## config.mk

```make
export PLATFORM = sky130hd
export DESIGN_NAME = tmr8_counter
export DESIGN_NICKNAME = d
export VERILOG_FILES = /design/src/tmr8_pkg.sv /design/src/tmr8_counter.sv
export SDC_FILE = /design/constraint.sdc
export NUM_CORES = 1
export LEC_CHECK = 0
export BUFFER_PORTS_ARGS = -buffer_cell sky130_fd_sc_hd__buf_2
export CORE_ASPECT_RATIO = 1.75
export CORE_MARGIN = 2
export CORE_UTILIZATION = 48
export DETAILED_ROUTE_END_ITERATION = 8
export GPL_ROUTABILITY_DRIVEN = 0
export PLACE_DENSITY = 0.84
export SYNTH_ARGS = -nofsm -noshare
export SYNTH_HDL_FRONTEND = slang
export SYNTH_SLANG_ARGS = --single-unit
```

## constraint.sdc

```tcl
create_clock -name core_clk -period 2.6 [get_ports core_clk]
set_clock_uncertainty 0.05 [all_clocks]
set_input_delay 0.26 -clock core_clk [delete_from_list [all_inputs] [get_ports core_clk]]
set_output_delay 0.26 -clock core_clk [all_outputs]
set_load 0.05 [all_outputs]
```

## src/tmr8_pkg.sv

```systemverilog
// package for the 8-bit timer/counter compare unit
package tmr8_pkg;

  localparam int unsigned CNT_W = 8;

  // register word offsets (byte addresses)
  localparam logic [7:0] ADDR_CTRL   = 8'h00;
  localparam logic [7:0] ADDR_COUNT  = 8'h04;
  localparam logic [7:0] ADDR_CMP    = 8'h08;
  localparam logic [7:0] ADDR_FLAGS  = 8'h0C;
  localparam logic [7:0] ADDR_IRQCTL = 8'h10;
  localparam logic [7:0] ADDR_STATUS = 8'h14;

  // control register fields
  localparam int unsigned CTRL_CS_LSB    = 0;
  localparam int unsigned CTRL_WGM_LSB   = 3;
  localparam int unsigned CTRL_COM_LSB   = 5;
  localparam int unsigned CTRL_FOC_BIT   = 7;
  // flag register fields
  localparam int unsigned FLG_CMP_BIT    = 0;
  localparam int unsigned FLG_OVF_BIT    = 1;
  // irq control fields
  localparam int unsigned IRQ_CMPEN_BIT  = 0;
  localparam int unsigned IRQ_OVFEN_BIT  = 1;
  localparam int unsigned IRQ_ACKCMP_BIT = 2;
  localparam int unsigned IRQ_ACKOVF_BIT = 3;
  // status register fields
  localparam int unsigned ST_OUT_BIT     = 0;
  localparam int unsigned ST_DIR_BIT     = 1;

  localparam logic [7:0]  CNT_MAX        = 8'hFF;
  localparam logic [7:0]  CNT_BOTTOM     = 8'h00;
  localparam logic [2:0]  CS_STOP        = 3'h0;
  localparam logic [1:0]  COM_NONE       = 2'h0;
  localparam logic [31:0] BUS_ZERO       = 32'h0000_0000;

  typedef enum logic [1:0] {
    TMR8_WGM_NORMAL = 2'd0,
    TMR8_WGM_PCPWM  = 2'd1,
    TMR8_WGM_CTC    = 2'd2,
    TMR8_WGM_FPWM   = 2'd3
  } tmr8_wgm_t;

  typedef struct packed {
    logic [2:0] clock_select_field;
    tmr8_wgm_t  waveform_mode_field;
    logic [1:0] output_action_field;
  } tmr8_ctrl_t;

  typedef struct packed {
    logic compare_irq;
    logic overflow_irq;
  } tmr8_irq_t;

endpackage : tmr8_pkg

```

## src/tmr8_counter.sv

```systemverilog
// 8-bit timer/counter with one compare channel, wishbone slave
`timescale 1ns/10ps
`default_nettype none
// Function
// clock select zero gives no ticks; the counter holds
// count value readable/writable anytime; bus write beats clear or count
// each tick clears, increments or decrements per mode and direction
// count equal compare sets match flag on following tick
// compare irq only when enable and global enable set
// match flag cleared on service or by writing one
// pwm modes buffer compare writes, update at top or bottom
// bus compare access hits buffer when buffering, else active register
// force strobe applies action in non-pwm modes, no flag, no reload
// count write blocks compare match on next tick, even stopped
// action field unbuffered, takes effect at next match or force
// reset clears output waveform register; mode changes keep it
// nonzero action overrides port output; direction from port bit
// action zero leaves output waveform register unchanged
// count sequence from mode only; action selects polarity or action
// normal mode counts up, wraps ff to 00
// normal mode overflow flag set as count becomes zero; sticky
// normal mode accepts count writes anytime
// software avoids writing count equal compare, or bottom downcounting
// software initialises output via force before enabling the pin
// mode 0 normal, 1 phase pwm, 2 ctc, 3 fast pwm
// tick is one-cycle enable; flags registered on same clock
module tmr8_counter
  import tmr8_pkg::*;
(
  input  wire logic        core_clk,
  input  wire logic        srst,
  input  wire logic        wb_cyc_i,
  input  wire logic        wb_stb_i,
  input  wire logic        wb_we_i,
  input  wire logic [7:0]  wb_adr_i,
  input  wire logic [3:0]  wb_sel_i,
  input  wire logic [31:0] wb_dat_i,
  output logic      [31:0] wb_dat_o,
  output logic             wb_ack_o,
  input  wire logic        timer_src_tick,
  input  wire logic        global_irq_enable,
  input  wire logic        irq_serviced_cmp,
  input  wire logic        irq_serviced_ovf,
  input  wire logic        port_data_bit,
  input  wire logic        output_pin_direction_bit,
  output logic             pin_o,
  output logic             pin_oe_n,
  output tmr8_irq_t        irq_o
);

  tmr8_ctrl_t       ctrl_reg;
  logic [CNT_W-1:0] count_value_reg;
  logic [CNT_W-1:0] compare_value_reg;
  logic [CNT_W-1:0] compare_buf_reg;
  logic             compare_match_flag_reg;
  logic             overflow_flag_reg;
  logic             compare_irq_enable_reg;
  logic             overflow_irq_enable_reg;
  logic             output_waveform_register;
  logic             down_reg;
  logic             block_reg;
  logic [CNT_W-1:0] count_value_next;
  logic             down_next;
  logic             timer_tick;
  logic             wr;
  logic             rd;
  logic             cnt_wr;
  logic             cmp_wr;
  logic             flg_wr;
  logic             force_strobe;
  logic             is_pwm;
  logic             match;
  logic             top_hit;
  logic             ovf_event;
  logic             apply_match;
  logic             buf_update;

  function automatic logic pwm_mode(input tmr8_wgm_t m);
    pwm_mode = (m == TMR8_WGM_PCPWM) || (m == TMR8_WGM_FPWM);
  endfunction

  function automatic logic wave_action(input logic cur, input logic [1:0] com,
                                       input logic pwm, input logic up);

    if (com == COM_NONE) begin
      wave_action = cur;
    end else if (!pwm) begin
      case (com)
        2'd1:    wave_action = ~cur;
        2'd2:    wave_action = 1'b0;
        default: wave_action = 1'b1;
      endcase
    end else begin
      // pwm: com 3 inverted, sets on upcount match; other com non-inverted, clears on upcount match
      wave_action = (com == 2'd3) ? up : ~up;
    end
  endfunction

  // bus decode
  assign wr           = wb_cyc_i && wb_stb_i && !wb_ack_o && wb_we_i && wb_sel_i[0];
  assign rd           = wb_cyc_i && wb_stb_i && !wb_ack_o && !wb_we_i;
  assign cnt_wr       = wr && (wb_adr_i == ADDR_COUNT);
  assign cmp_wr       = wr && (wb_adr_i == ADDR_CMP);
  assign flg_wr       = wr && (wb_adr_i == ADDR_FLAGS);
  assign is_pwm       = pwm_mode(ctrl_reg.waveform_mode_field);
  assign force_strobe = wr && (wb_adr_i == ADDR_CTRL) && wb_dat_i[CTRL_FOC_BIT] && !is_pwm;
  assign timer_tick   = timer_src_tick && (ctrl_reg.clock_select_field != CS_STOP);
  assign match        = (count_value_reg == compare_value_reg);

  // next count per mode
  always_comb begin
    count_value_next = count_value_reg + 8'h01;
    down_next        = 1'b0;
    top_hit          = 1'b0;
    ovf_event        = 1'b0;
    case (ctrl_reg.waveform_mode_field)
      TMR8_WGM_NORMAL: begin
        ovf_event = (count_value_reg == CNT_MAX);
      end
      TMR8_WGM_CTC: begin
        if (match) begin
          count_value_next = CNT_BOTTOM;
        end
        ovf_event = (count_value_reg == CNT_MAX);
      end
      TMR8_WGM_FPWM: begin
        ovf_event = (count_value_reg == CNT_MAX);
        top_hit   = ovf_event;
      end
      TMR8_WGM_PCPWM: begin
        down_next = down_reg;
        if (!down_reg && count_value_reg == CNT_MAX) begin
          down_next        = 1'b1;
          count_value_next = count_value_reg - 8'h01;
          top_hit          = 1'b1;
        end else if (down_reg && count_value_reg == CNT_BOTTOM) begin
          down_next        = 1'b0;
          count_value_next = count_value_reg + 8'h01;
        end else if (down_reg) begin
          count_value_next = count_value_reg - 8'h01;
          ovf_event        = (count_value_reg == 8'h01);
        end
      end
      default: begin
        count_value_next = count_value_reg;
      end
    endcase
  end

  // match present at a tick sets the flag at that tick unless a count write blocks it
  assign apply_match = timer_tick && match && !block_reg && !cnt_wr;
  assign buf_update  = timer_tick && top_hit;

  // control register
  always_ff @(posedge core_clk) begin
    if (srst) begin
      ctrl_reg <= '0;
    end else if (wr && wb_adr_i == ADDR_CTRL) begin
      ctrl_reg.clock_select_field  <= wb_dat_i[CTRL_CS_LSB +: 3];
      ctrl_reg.waveform_mode_field <= tmr8_wgm_t'(wb_dat_i[CTRL_WGM_LSB +: 2]);
      ctrl_reg.output_action_field <= wb_dat_i[CTRL_COM_LSB +: 2];
    end
  end

  // counter
  always_ff @(posedge core_clk) begin
    if (srst) begin
      count_value_reg <= CNT_BOTTOM;
      down_reg        <= 1'b0;
    end else if (cnt_wr) begin
      count_value_reg <= wb_dat_i[CNT_W-1:0];
    end else if (timer_tick) begin
      count_value_reg <= count_value_next;
      down_reg        <= down_next;
    end
  end

  // count writes block the match of the next tick
  always_ff @(posedge core_clk) begin
    if (srst) begin
      block_reg <= 1'b0;
    end else if (cnt_wr) begin
      block_reg <= 1'b1;
    end else if (timer_tick) begin
      block_reg <= 1'b0;
    end
  end

  // compare and buffer registers
  always_ff @(posedge core_clk) begin
    if (srst) begin
      compare_value_reg <= CNT_BOTTOM;
      compare_buf_reg   <= CNT_BOTTOM;
    end else begin
      if (cmp_wr) begin
        compare_buf_reg <= wb_dat_i[CNT_W-1:0];
      end
      if (cmp_wr && !is_pwm) begin
        compare_value_reg <= wb_dat_i[CNT_W-1:0];
      end else if (is_pwm && buf_update) begin
        compare_value_reg <= compare_buf_reg;
      end
    end
  end

  // flags, set wins over clear
  always_ff @(posedge core_clk) begin
    if (srst) begin
      compare_match_flag_reg <= 1'b0;
      overflow_flag_reg      <= 1'b0;
    end else begin
      if (apply_match) begin
        compare_match_flag_reg <= 1'b1;
      end else if (irq_serviced_cmp || (flg_wr && wb_dat_i[FLG_CMP_BIT])) begin
        compare_match_flag_reg <= 1'b0;
      end
      if (timer_tick && ovf_event && !cnt_wr) begin
        overflow_flag_reg <= 1'b1;
      end else if (irq_serviced_ovf || (flg_wr && wb_dat_i[FLG_OVF_BIT])) begin
        overflow_flag_reg <= 1'b0;
      end
    end
  end

  // irq enables
  always_ff @(posedge core_clk) begin
    if (srst) begin
      compare_irq_enable_reg  <= 1'b0;
      overflow_irq_enable_reg <= 1'b0;
    end else if (wr && wb_adr_i == ADDR_IRQCTL) begin
      compare_irq_enable_reg  <= wb_dat_i[IRQ_CMPEN_BIT];
      overflow_irq_enable_reg <= wb_dat_i[IRQ_OVFEN_BIT];
    end
  end

  // output waveform register
  always_ff @(posedge core_clk) begin
    if (srst) begin
      output_waveform_register <= 1'b0;
    end else if (force_strobe) begin
      output_waveform_register <= wave_action(output_waveform_register,
                                  wb_dat_i[CTRL_COM_LSB +: 2], 1'b0, 1'b1);
    end else if (apply_match) begin
      output_waveform_register <= wave_action(output_waveform_register,
                                  ctrl_reg.output_action_field, is_pwm, !down_reg);
    end else if (timer_tick && ctrl_reg.waveform_mode_field == TMR8_WGM_FPWM
                 && count_value_reg == CNT_MAX && ctrl_reg.output_action_field[1]) begin
      output_waveform_register <= !ctrl_reg.output_action_field[0];
    end
  end

  // pin override and irq outputs
  always_ff @(posedge core_clk) begin
    if (srst) begin
      pin_o    <= 1'b0;
      pin_oe_n <= 1'b1;
      irq_o    <= '0;
    end else begin
      pin_o    <= (ctrl_reg.output_action_field != COM_NONE) ?
                  output_waveform_register : port_data_bit;
      pin_oe_n <= !output_pin_direction_bit;
      irq_o.compare_irq  <= compare_match_flag_reg && compare_irq_enable_reg
                            && global_irq_enable;
      irq_o.overflow_irq <= overflow_flag_reg && overflow_irq_enable_reg
                            && global_irq_enable;
    end
  end

  // wishbone answer
  always_ff @(posedge core_clk) begin
    if (srst) begin
      wb_ack_o <= 1'b0;
      wb_dat_o <= BUS_ZERO;
    end else begin
      wb_ack_o <= wb_cyc_i && wb_stb_i && !wb_ack_o;
      wb_dat_o <= BUS_ZERO;
      if (rd) begin
        case (wb_adr_i)
          ADDR_CTRL:   wb_dat_o[7:0] <= {1'b0, ctrl_reg.output_action_field,
                                         ctrl_reg.waveform_mode_field,
                                         ctrl_reg.clock_select_field};
          ADDR_COUNT:  wb_dat_o[7:0] <= count_value_reg;
          ADDR_CMP:    wb_dat_o[7:0] <= is_pwm ? compare_buf_reg : compare_value_reg;
          ADDR_FLAGS:  wb_dat_o[1:0] <= {overflow_flag_reg, compare_match_flag_reg};
          ADDR_IRQCTL: wb_dat_o[1:0] <= {overflow_irq_enable_reg, compare_irq_enable_reg};
          ADDR_STATUS: wb_dat_o[1:0] <= {down_reg, output_waveform_register};
          default:     wb_dat_o <= BUS_ZERO;
        endcase
      end
    end
  end

endmodule // tmr8_counter
`default_nettype wire

```

# Word level (Yosys, flattened, before mapping)
# Cells that the tools add are included.
[classes]
n_mux = 37
n_eq_ne = 19
n_addsub = 2
n_bitwise = 3
n_reduce_logical = 59
[ops]
columns = ["operator", "n"]
rows = [
  ["$mux W8", 9],
  ["$logic_and A1 B1 Y1", 32],
  ["$mux W1", 21],
  ["$pmux W6 S3", 1],
  ["$eq A8 B4 Y1 const B", 2],
  ["$eq A8 B5 Y1 const B", 2],
  ["$logic_not A8 Y1", 2],
  ["$pmux W8 S2", 1],
  ["$pmux W2 S6", 1],
  ["$eq A2 B2 Y1 const B", 5],
  ["$reduce_bool A2 Y1", 5],
  ["$add A8 B1 Y8 const B", 1],
  ["$eq A8 B1 Y1 const B", 1],
  ["$eq A8 B3 Y1 const B", 1],
  ["$eq A8 B8 Y1", 1],
  ["$eq A8 B8 Y1 const B", 1],
  ["$logic_not A1 Y1", 8],
  ["$pmux W1 S2", 4],
  ["$sub A8 B1 Y8 const B", 1],
  ["$eq A2 B1 Y1 const B", 3],
  ["$logic_not A2 Y1", 3],
  ["$reduce_and A3 Y1", 2],
  ["$reduce_bool A3 Y1", 2],
  ["$logic_or A1 B1 Y1", 3],
  ["6 further kinds", 8],
]
[word_totals]
ff_bits = 75
wordCells = 140
output_inout_bits = 37
inputBits = 55

# Depth between registers and ports, before layout
# Gate-level depths: netlist of run 1.
[depth]
ltp_word = 9
depth_mapped = 9
ltp_nobuf = 8

# Worst setup path before layout of run 1
# No wires, ideal clock.
[synth_timing]
kind = "reg2reg"
startpoint = "register count_value_reg[0]"
endpoint = "register count_value_reg[4]"
path_buffers = 1
stages_incl_launch_ff = 9
required_time_ns = 2.490
path_slack_ns = 0.178
synth_period_minus_slack_ns = 2.422
setup_time_ns = 0.060
arrival_ns = 2.312
cell_sequence = "dfxtp_1 -> ha_1 -> nand3_2 -> or3_1 -> buf_2 -> mux2_4 -> or3b_4 -> o221ai_1 -> and3_1"
[synth_between]
elab_chain_cells = 7
word_cells_on_any_way = 14
cone_classes = "2 x add/sub; 2 x eq/ne; 7 x mux; 3 x reduce/logical"
[synth_rtl]
columns = ["item", "line_no", "text"]
rows = [
  ["start: declaration", "tmr8_counter.sv:52", "logic [CNT_W-1:0] count_value_reg;"],
  ["start signal: assignment", "tmr8_counter.sv:171", "count_value_reg <= wb_dat_i[CNT_W-1:0];"],
  ["start signal: assignment", "tmr8_counter.sv:173", "count_value_reg <= count_value_next;"],
  ["$add A8 B1 Y8 (tied with other cells)", "tmr8_counter.sv:112, tmr8_counter.sv:138", ""],
  ["$mux W8 or $logic_and A1 B1 Y1 (tied branches)", "tmr8_counter.sv:139, tmr8_counter.sv:136", ""],
  ["$mux W8", "tmr8_counter.sv:136", "end else if (down_reg && count_value_reg == CNT_BOTTOM) begin"],
  ["$mux W8", "tmr8_counter.sv:132", "if (!down_reg && count_value_reg == CNT_MAX) begin"],
  ["$pmux W8 S2 (*)", "tmr8_counter.sv:116", "case (ctrl_reg.waveform_mode_field)"],
  ["$mux W8 (*)", "tmr8_counter.sv:172", "end else if (timer_tick) begin"],
  ["$mux W8 (*)", "tmr8_counter.sv:170", "end else if (cnt_wr) begin"],
]
# Every way passes the cells marked *; elsewhere a longest branch is shown, timed or not. The select of a mux whose other input is x is not followed.
# A chain may end at the register's enable or synchronous reset.

# Worst setup path in the final report of run 1
[layout_timing]
startpoint = "register count_value_reg[0]"
endpoint = "register count_value_reg[7]"
# The elaborated chain is that of the path after synthesis.

==> results by group, run 1 <==
GRT
  – Total Routing Usage GR: 0.240
  – Global-route wire length before repair: approximately 14 mm
  – Total global routing overflow: 0
  – Initial antenna violation count: 0
  – Vias in the first global route: around 3000
  – Largest net degree at the start of global routing: 37

STA
  – Fmax: 404 MHz
  – Fin. Hold Viols: 0
  – Setup violations, final: 0
  – RSZ-0062 raised after global routing: false
  – Final Cycle Share: 0.952
  – Setup_tns: 0 ns
  – Minimum clock period: approximately 2.5 ns
  – Slew Viols, Final: 0
  – Max-slew headroom: 0.547
  – Least-Margin Pin Slew: 0.679 ns

Layout
  – Fraction of layout cells with a size suffix above 1: 0.178
  – # nets final: ~500
  – Register area: slightly above 1000 µm²
  – Final Core Density: 0.546
  – Antenna cell count: 0
  – Synth-to-layout area growth: 11.3%
  – # fillers: 615
  – Area taken by multi-input logic gates: 2050 µm²

Flow run
  – Max Cap Viol: 0

Power and ir drop
  – PwrDens: 494 nW/µm²
  – Peak VDD IR: 482 µV
  – Power Total: 1.84 mW
  – Leakage: 1.66 nW

Critical path
  – Critical Path AT: 2.62 ns
  – Crit start category: flip-flop
  – Crit end category: flip-flop
  – Critical Path RT: about 2.7 ns
  – Worst R2R Setup Slack: 0.12 ns
  – WS Path Type: flip-flop to flip-flop
  – Crit path max fanout: 5

CTS
  – CTS H-tree lvls: 2
  – CTS resizes: 0
  – Total CTS buffers: 5
  – Clock sinks: about 50
  – Clock Latency Late Sink: 0.30 ns
  – Clock transition at path regs: 0.07 ns
  – CTS tree: built
  – # hold bufs at CTS: 0
  – Root Buffer Master: clkbuf_16
  – Post-CTS setup buffers: 0
  – Longest Clk Path Bufs: 2

Drt
  – Drt drc: 0
  – Post-route ant nets: 0
  – Iter 0 DRT Violations: around 120
  – Via density: 5.92
  – Vias: approximately 3000
  – WL per Instance: 16.8 µm
  – Drt pass-1 iters: 5
  – Routed WL: 8.73 mm

Synthesis
  – Warnings from Yosys: 0
  – Post-synth top area share: 0.306
  – Post-synth EDFFs: 0
  – Top_reg_cell synth: dfxtp_1
  – Mean post-synth cell area: 8.26 µm²
  – Seq/Total Area, Yosys: 0.306
  – Async set or reset register ratio after synthesis: 0
  – Area contributors post-synth: dfxtp_1 (31%), mux2i_1 (10%), nor2_1 (6.2%)
  – Register bit total from synthesis: 51
  – Cells after Synth: 404
  – Top-count cell post-synth: nor2_1
  – Yosys top cell by area: dfxtp_1
  – Yosys cell types: between 60 and 70
  – Post-synth top cells: nor2_1 (55), dfxtp_1 (51), mux2i_1 (34)
  – Mapped Area: 3340 µm²

Die
  – I/O pins: 92
  – Chip height: about 110 µm
  – Starting density of the core: 0.490
  – Floorplan core area: 6810 µm²
  – FP Rows: 40
  – Die area: around 7700 µm²
  – Die width: 67.0 µm

Run status
  – Status: finished, final reports clean

Worst hold path
  – Worst Hold Class: input pin to flip-flop

Placed design
  – IO buf count: 40
  – Dpl hpwl: about 6.4 mm
critical path: stages (launching register included):
cell	delay (ns)
dfxtp_1	0.34
ha_1	0.31
nand3_2	0.14
or3_1	0.41
mux2_4	0.32
a221oi_4	0.40
o221ai_1	0.20
and3_1	0.20
metal layers:
layer / GRT usage / up-vias / wire length [µm]
met3: 0.0393 / 49 / 465
met2: 0.417 / 146 / 4560
met4: 0.181 / 0 / 668
li1: - / 1445 / -
met1: 0.247 / 1443 / 3040
met5: 0 / - / 0
logic make-up (layout without fill, tap and decap cells):
group	Yosys count	count (layout)	share of synthesized area
buf+inv	61	71	0.105
compound gates	76	76	0.167
xor+xnor	19	19	0.0499
fa+ha+maj	7	7	0.0262
mux	36	36	0.110
flops	51	51	0.306
simple gates	153	153	0.234
other cells	1	24	0.00112
cell usage in the layout (no fill, tap or decap), drive strengths merged, types with 3 or more instances in the layout:
cell | synthesis | layout
a211oi | 8 | 8
a21o | 3 | 3
a21oi | 18 | 18
a221oi | 3 | 3
and3 | 10 | 10
buf | 33 | 53
clkbuf | 18 | 6
conb | 1 | 24
dfxtp | 51 | 51
ha | 7 | 7
inv | 10 | 10
mux2i | 34 | 34
nand2 | 33 | 33
nand3 | 10 | 10
nand3b | 6 | 6
nor2 | 55 | 55
nor2b | 3 | 3
nor3 | 6 | 6
nor4 | 4 | 4
o21ai | 12 | 12
o221ai | 5 | 5
o22a | 5 | 5
o22ai | 4 | 4
or2 | 4 | 4
or3 | 7 | 7
or4 | 4 | 4
xnor2 | 5 | 5
xor2 | 14 | 14
power by group:
| group | switching, mW | total (mW) | internal (mW) |
|---|---|---|---|
| clock network | 0.291 | 0.843 | 0.552 |
| registers | 0.00333 | 0.788 | 0.785 |
| logic | 0.157 | 0.205 | 0.0475 |
| total | 0.452 | 1.84 | 1.38 |
through the flow:
stage	cells	area (µm²)	setup slack, ns	hold slack [ns]
3_5_place_dp	513	3520	0.171	0.377
3_3_place_gp	513	3520	0.227	0.373
6_report	521	3710	0.125	0.0640
4_1_cts	521	3710	0.164	0.0638
2_1_floorplan	427	3420	0.178	0.272
5_1_grt	521	3710	0.0371	0.0961
cell type report:
type	count	share of cell area
clock buffer	6	0.0347
clock inverter	2	0.0162
inverter	10	0.0101
multi-input combinational	315	0.552
sequential	51	0.275
tap	84	0.0283
timing repair buffer	53	0.0836
final timing paths:
path	start	endpoint	depth (start not counted)
setup / recovery	count_value_reg[0]	count_value_reg[7]	7
hold / removal	output_pin_direction_bit	pin_oe_n	2
setup reg to reg	count_value_reg[0]	count_value_reg[7]	7
hold reg to reg	block_reg	block_reg	2
No activity file was read; power rests on OpenSTA's default activity.
==> run 2, diff against run 1 <==
--- a/config.mk
+++ b/config.mk
@@ -7,7 +7,7 @@
 export LEC_CHECK = 0
 export BUFFER_PORTS_ARGS = -buffer_cell sky130_fd_sc_hd__buf_2
 export CORE_ASPECT_RATIO = 1.75
-export CORE_MARGIN = 2
+export CORE_MARGIN = 1
 export CORE_UTILIZATION = 48
 export DETAILED_ROUTE_END_ITERATION = 8
 export GPL_ROUTABILITY_DRIVEN = 0
==> results by group, run 2 (synthesis results as in run 1) <==
Critical path
  – Worst R2R End: count_value_reg[5]
  – Crit start category: flip-flop
  – Reg-to-reg critical path startpoint: count_value_reg[0]
  – Worst R2R Setup Slack: 0.28 ns (+0.16 ns)
  – Crit path max fanout: 5 (unchanged)
  – WS Path Type: flip-flop to flip-flop
  – CP Buf/Inv Count: 0 (unchanged)
  – Crit path cell chain: ha_1 > nand3_2 > or3_1 > mux2_4 > a221oi_4 > o221ai_1 > and3_1
  – R2R depth: 7 (unchanged)
  – Crit path max-delay family: simple AND/OR/NAND/NOR gates
  – Crit end category: flip-flop
  – Largest stage delay on the critical path: 0.41 ns (about the same)
  – CP max-delay cell: or3_1
  – Critical Path AT: 2.46 ns (-0.16 ns)
  – Critical Path RT: 2.75 ns (about the same)

GRT
  – Total global routing overflow: 0 (unchanged)
  – Global-route wire length before repair: 13.7 mm (-1.9%)
  – Vias in the first global route: 2956 (-0.068%)
  – Largest net degree at the start of global routing: 37 (unchanged)
  – Initial antenna violation count: 0 (unchanged)
  – Total Routing Usage GR: 0.246 (+0.00634)

CTS
  – Clock sinks: 51 (unchanged)
  – CTS resizes: 0 (unchanged)
  – Post-CTS setup buffers: 0 (unchanged)
  – CTS H-tree lvls: 2 (unchanged)
  – CTS tree: built
  – # hold bufs at CTS: 0 (unchanged)
  – Longest Clk Path Bufs: 2 (unchanged)
  – Total CTS buffers: 5 (unchanged)
  – Clock transition at path regs: 0.07 ns (about the same)
  – Clock Latency Late Sink: 0.30 ns (about the same)
  – Root Buffer Master: clkbuf_16

Die
  – FP Rows: 39 (-2.5%)
  – Chip height: 112 µm (-1.7%)
  – Die width: 65.0 µm (-3.0%)
  – I/O pins: 92 (unchanged)
  – Die area: 7300 µm² (-4.7%)
  – Floorplan core area: 6640 µm² (-2.5%)
  – Starting density of the core: 0.503 (+0.0126)

STA
  – Max-slew headroom: 0.544 (-0.00321)
  – Setup_tns: 0 ns (unchanged)
  – Setup violations, final: 0 (unchanged)
  – RSZ-0062 raised after global routing: false
  – Fmax: 432 MHz (+6.8%)
  – Least-Margin Pin Slew: 0.678 ns (-0.000989 ns)
  – Slew Viols, Final: 0 (unchanged)
  – Fin. Hold Viols: 0 (unchanged)
  – Final Cycle Share: 0.891 (-0.0608)
  – Minimum clock period: 2.32 ns (-0.158 ns)

Drt
  – Iter 0 DRT Violations: 115 (-3.4%)
  – Routed WL: 8.58 mm (-1.8%)
  – Met3 WL: 517 µm (+11%)
  – Drt drc: 0 (unchanged)
  – Vias: 3090 (+0.23%)
  – Via density: 5.92 (about the same)
  – Highest Signal Layer: met4
  – Met2 Wirelength: 4.47 mm (-2.0%)
  – Post-route ant nets: 0 (unchanged)
  – M1 WL: 2.92 mm (-4.0%)
  – WL per Instance: 16.4 µm (-2.0%)
  – Drt pass-1 iters: 4 (-1)

Layout
  – # nets final: 501 (+0.60%)
  – Area taken by multi-input logic gates: 2050 µm² (unchanged)
  – # fillers: 598 (-2.8%)
  – Final Core Density: 0.555 (+0.00928)
  – Commonest non-fill, non-tap cell in the layout: nor2_1
  – Antenna cell count: 0 (unchanged)
  – Synth-to-layout area growth: 10.3%
  – Fraction of layout cells with a size suffix above 1: 0.182 (+0.00333)
  – Commonest non-fill, non-tap cells in the layout: nor2_1 (55), dfxtp_1 (51), buf_2 (40)
  – Register area: 1020 µm² (unchanged)

Power and ir drop
  – PwrDens: 445 nW/µm² (-9.9%)
  – Peak VDD IR: 478 µV (-0.85%)
  – Leakage: 1.66 nW (-0.41%)

Run status
  – Status: finished, final reports clean

Worst hold path
  – Hold Startpoint: output_pin_direction_bit
  – Hold-critical path endpoint: pin_oe_n
  – Worst Hold Class: input pin to flip-flop
  – Worst Hold Depth: 2 (unchanged)

Placed design
  – IO buf count: 40 (unchanged)
  – Dpl hpwl: 6.47 mm (+1.1%)

Flow run
  – Max Cap Viol: 0 (unchanged)
[run 2: worst max-delay path by stage]
stage / from / end / slack [ns] / depth (start not counted)
global placement: wb_adr_i[5] / output_waveform_register / 0.25 / 7
finish: count_value_reg[0] / count_value_reg[5] / 0.28 / 7
global route: count_value_reg[2] / output_waveform_register / 0.07 / 7
floorplan: count_value_reg[0] / count_value_reg[4] / 0.18 / 8
detailed placement: wb_adr_i[5] / output_waveform_register / 0.22 / 7
CTS: count_value_reg[0] / count_value_reg[5] / 0.28 / 7
[run 2: power by group]
| part | leakage [nW] | switching (mW) | internal [mW] | total (mW) |
|---|---|---|---|---|
| sequential | 0.411 | 0.00253 | 0.785 | 0.787 |
| clock | 0.0679 | 0.291 | 0.357 | 0.647 |
| combinational | 1.18 | 0.158 | 0.0475 | 0.205 |
[run 2: layout make-up]
cell class	instances	share of cell area
Multi-Input combinational cell	315	0.557
Clock buffer	7	0.0360
Timing Repair Buffer	56	0.0904
Tap cell	82	0.0279
Sequential cell	51	0.277
Clock inverter	1	0.00136
Inverter	10	0.0102
[run 2: through the flow]
| step | power, mW | instance area [µm²] | setup slack (ns) | hold WS, ns | std cells |
|---|---|---|---|---|---|
| floorplan | 0.987 | 3420 | 0.178 | 0.272 | 427 |
| global placement | 1.00 | 3540 | 0.250 | 0.372 | 514 |
| detailed placement | 1.01 | 3540 | 0.219 | 0.376 | 514 |
| CTS | 1.65 | 3680 | 0.280 | 0.0587 | 522 |
| global route | 1.69 | 3680 | 0.0659 | 0.0801 | 522 |
| finish | 1.64 | 3680 | 0.283 | 0.0592 | 522 |
[run 2: layer usage]
layer,vias up,GRT usage
li1,1445,-
met1,1425,0.246
met2,165,0.419
met3,55,0.0447
met4,0,0.222
met5,-,0
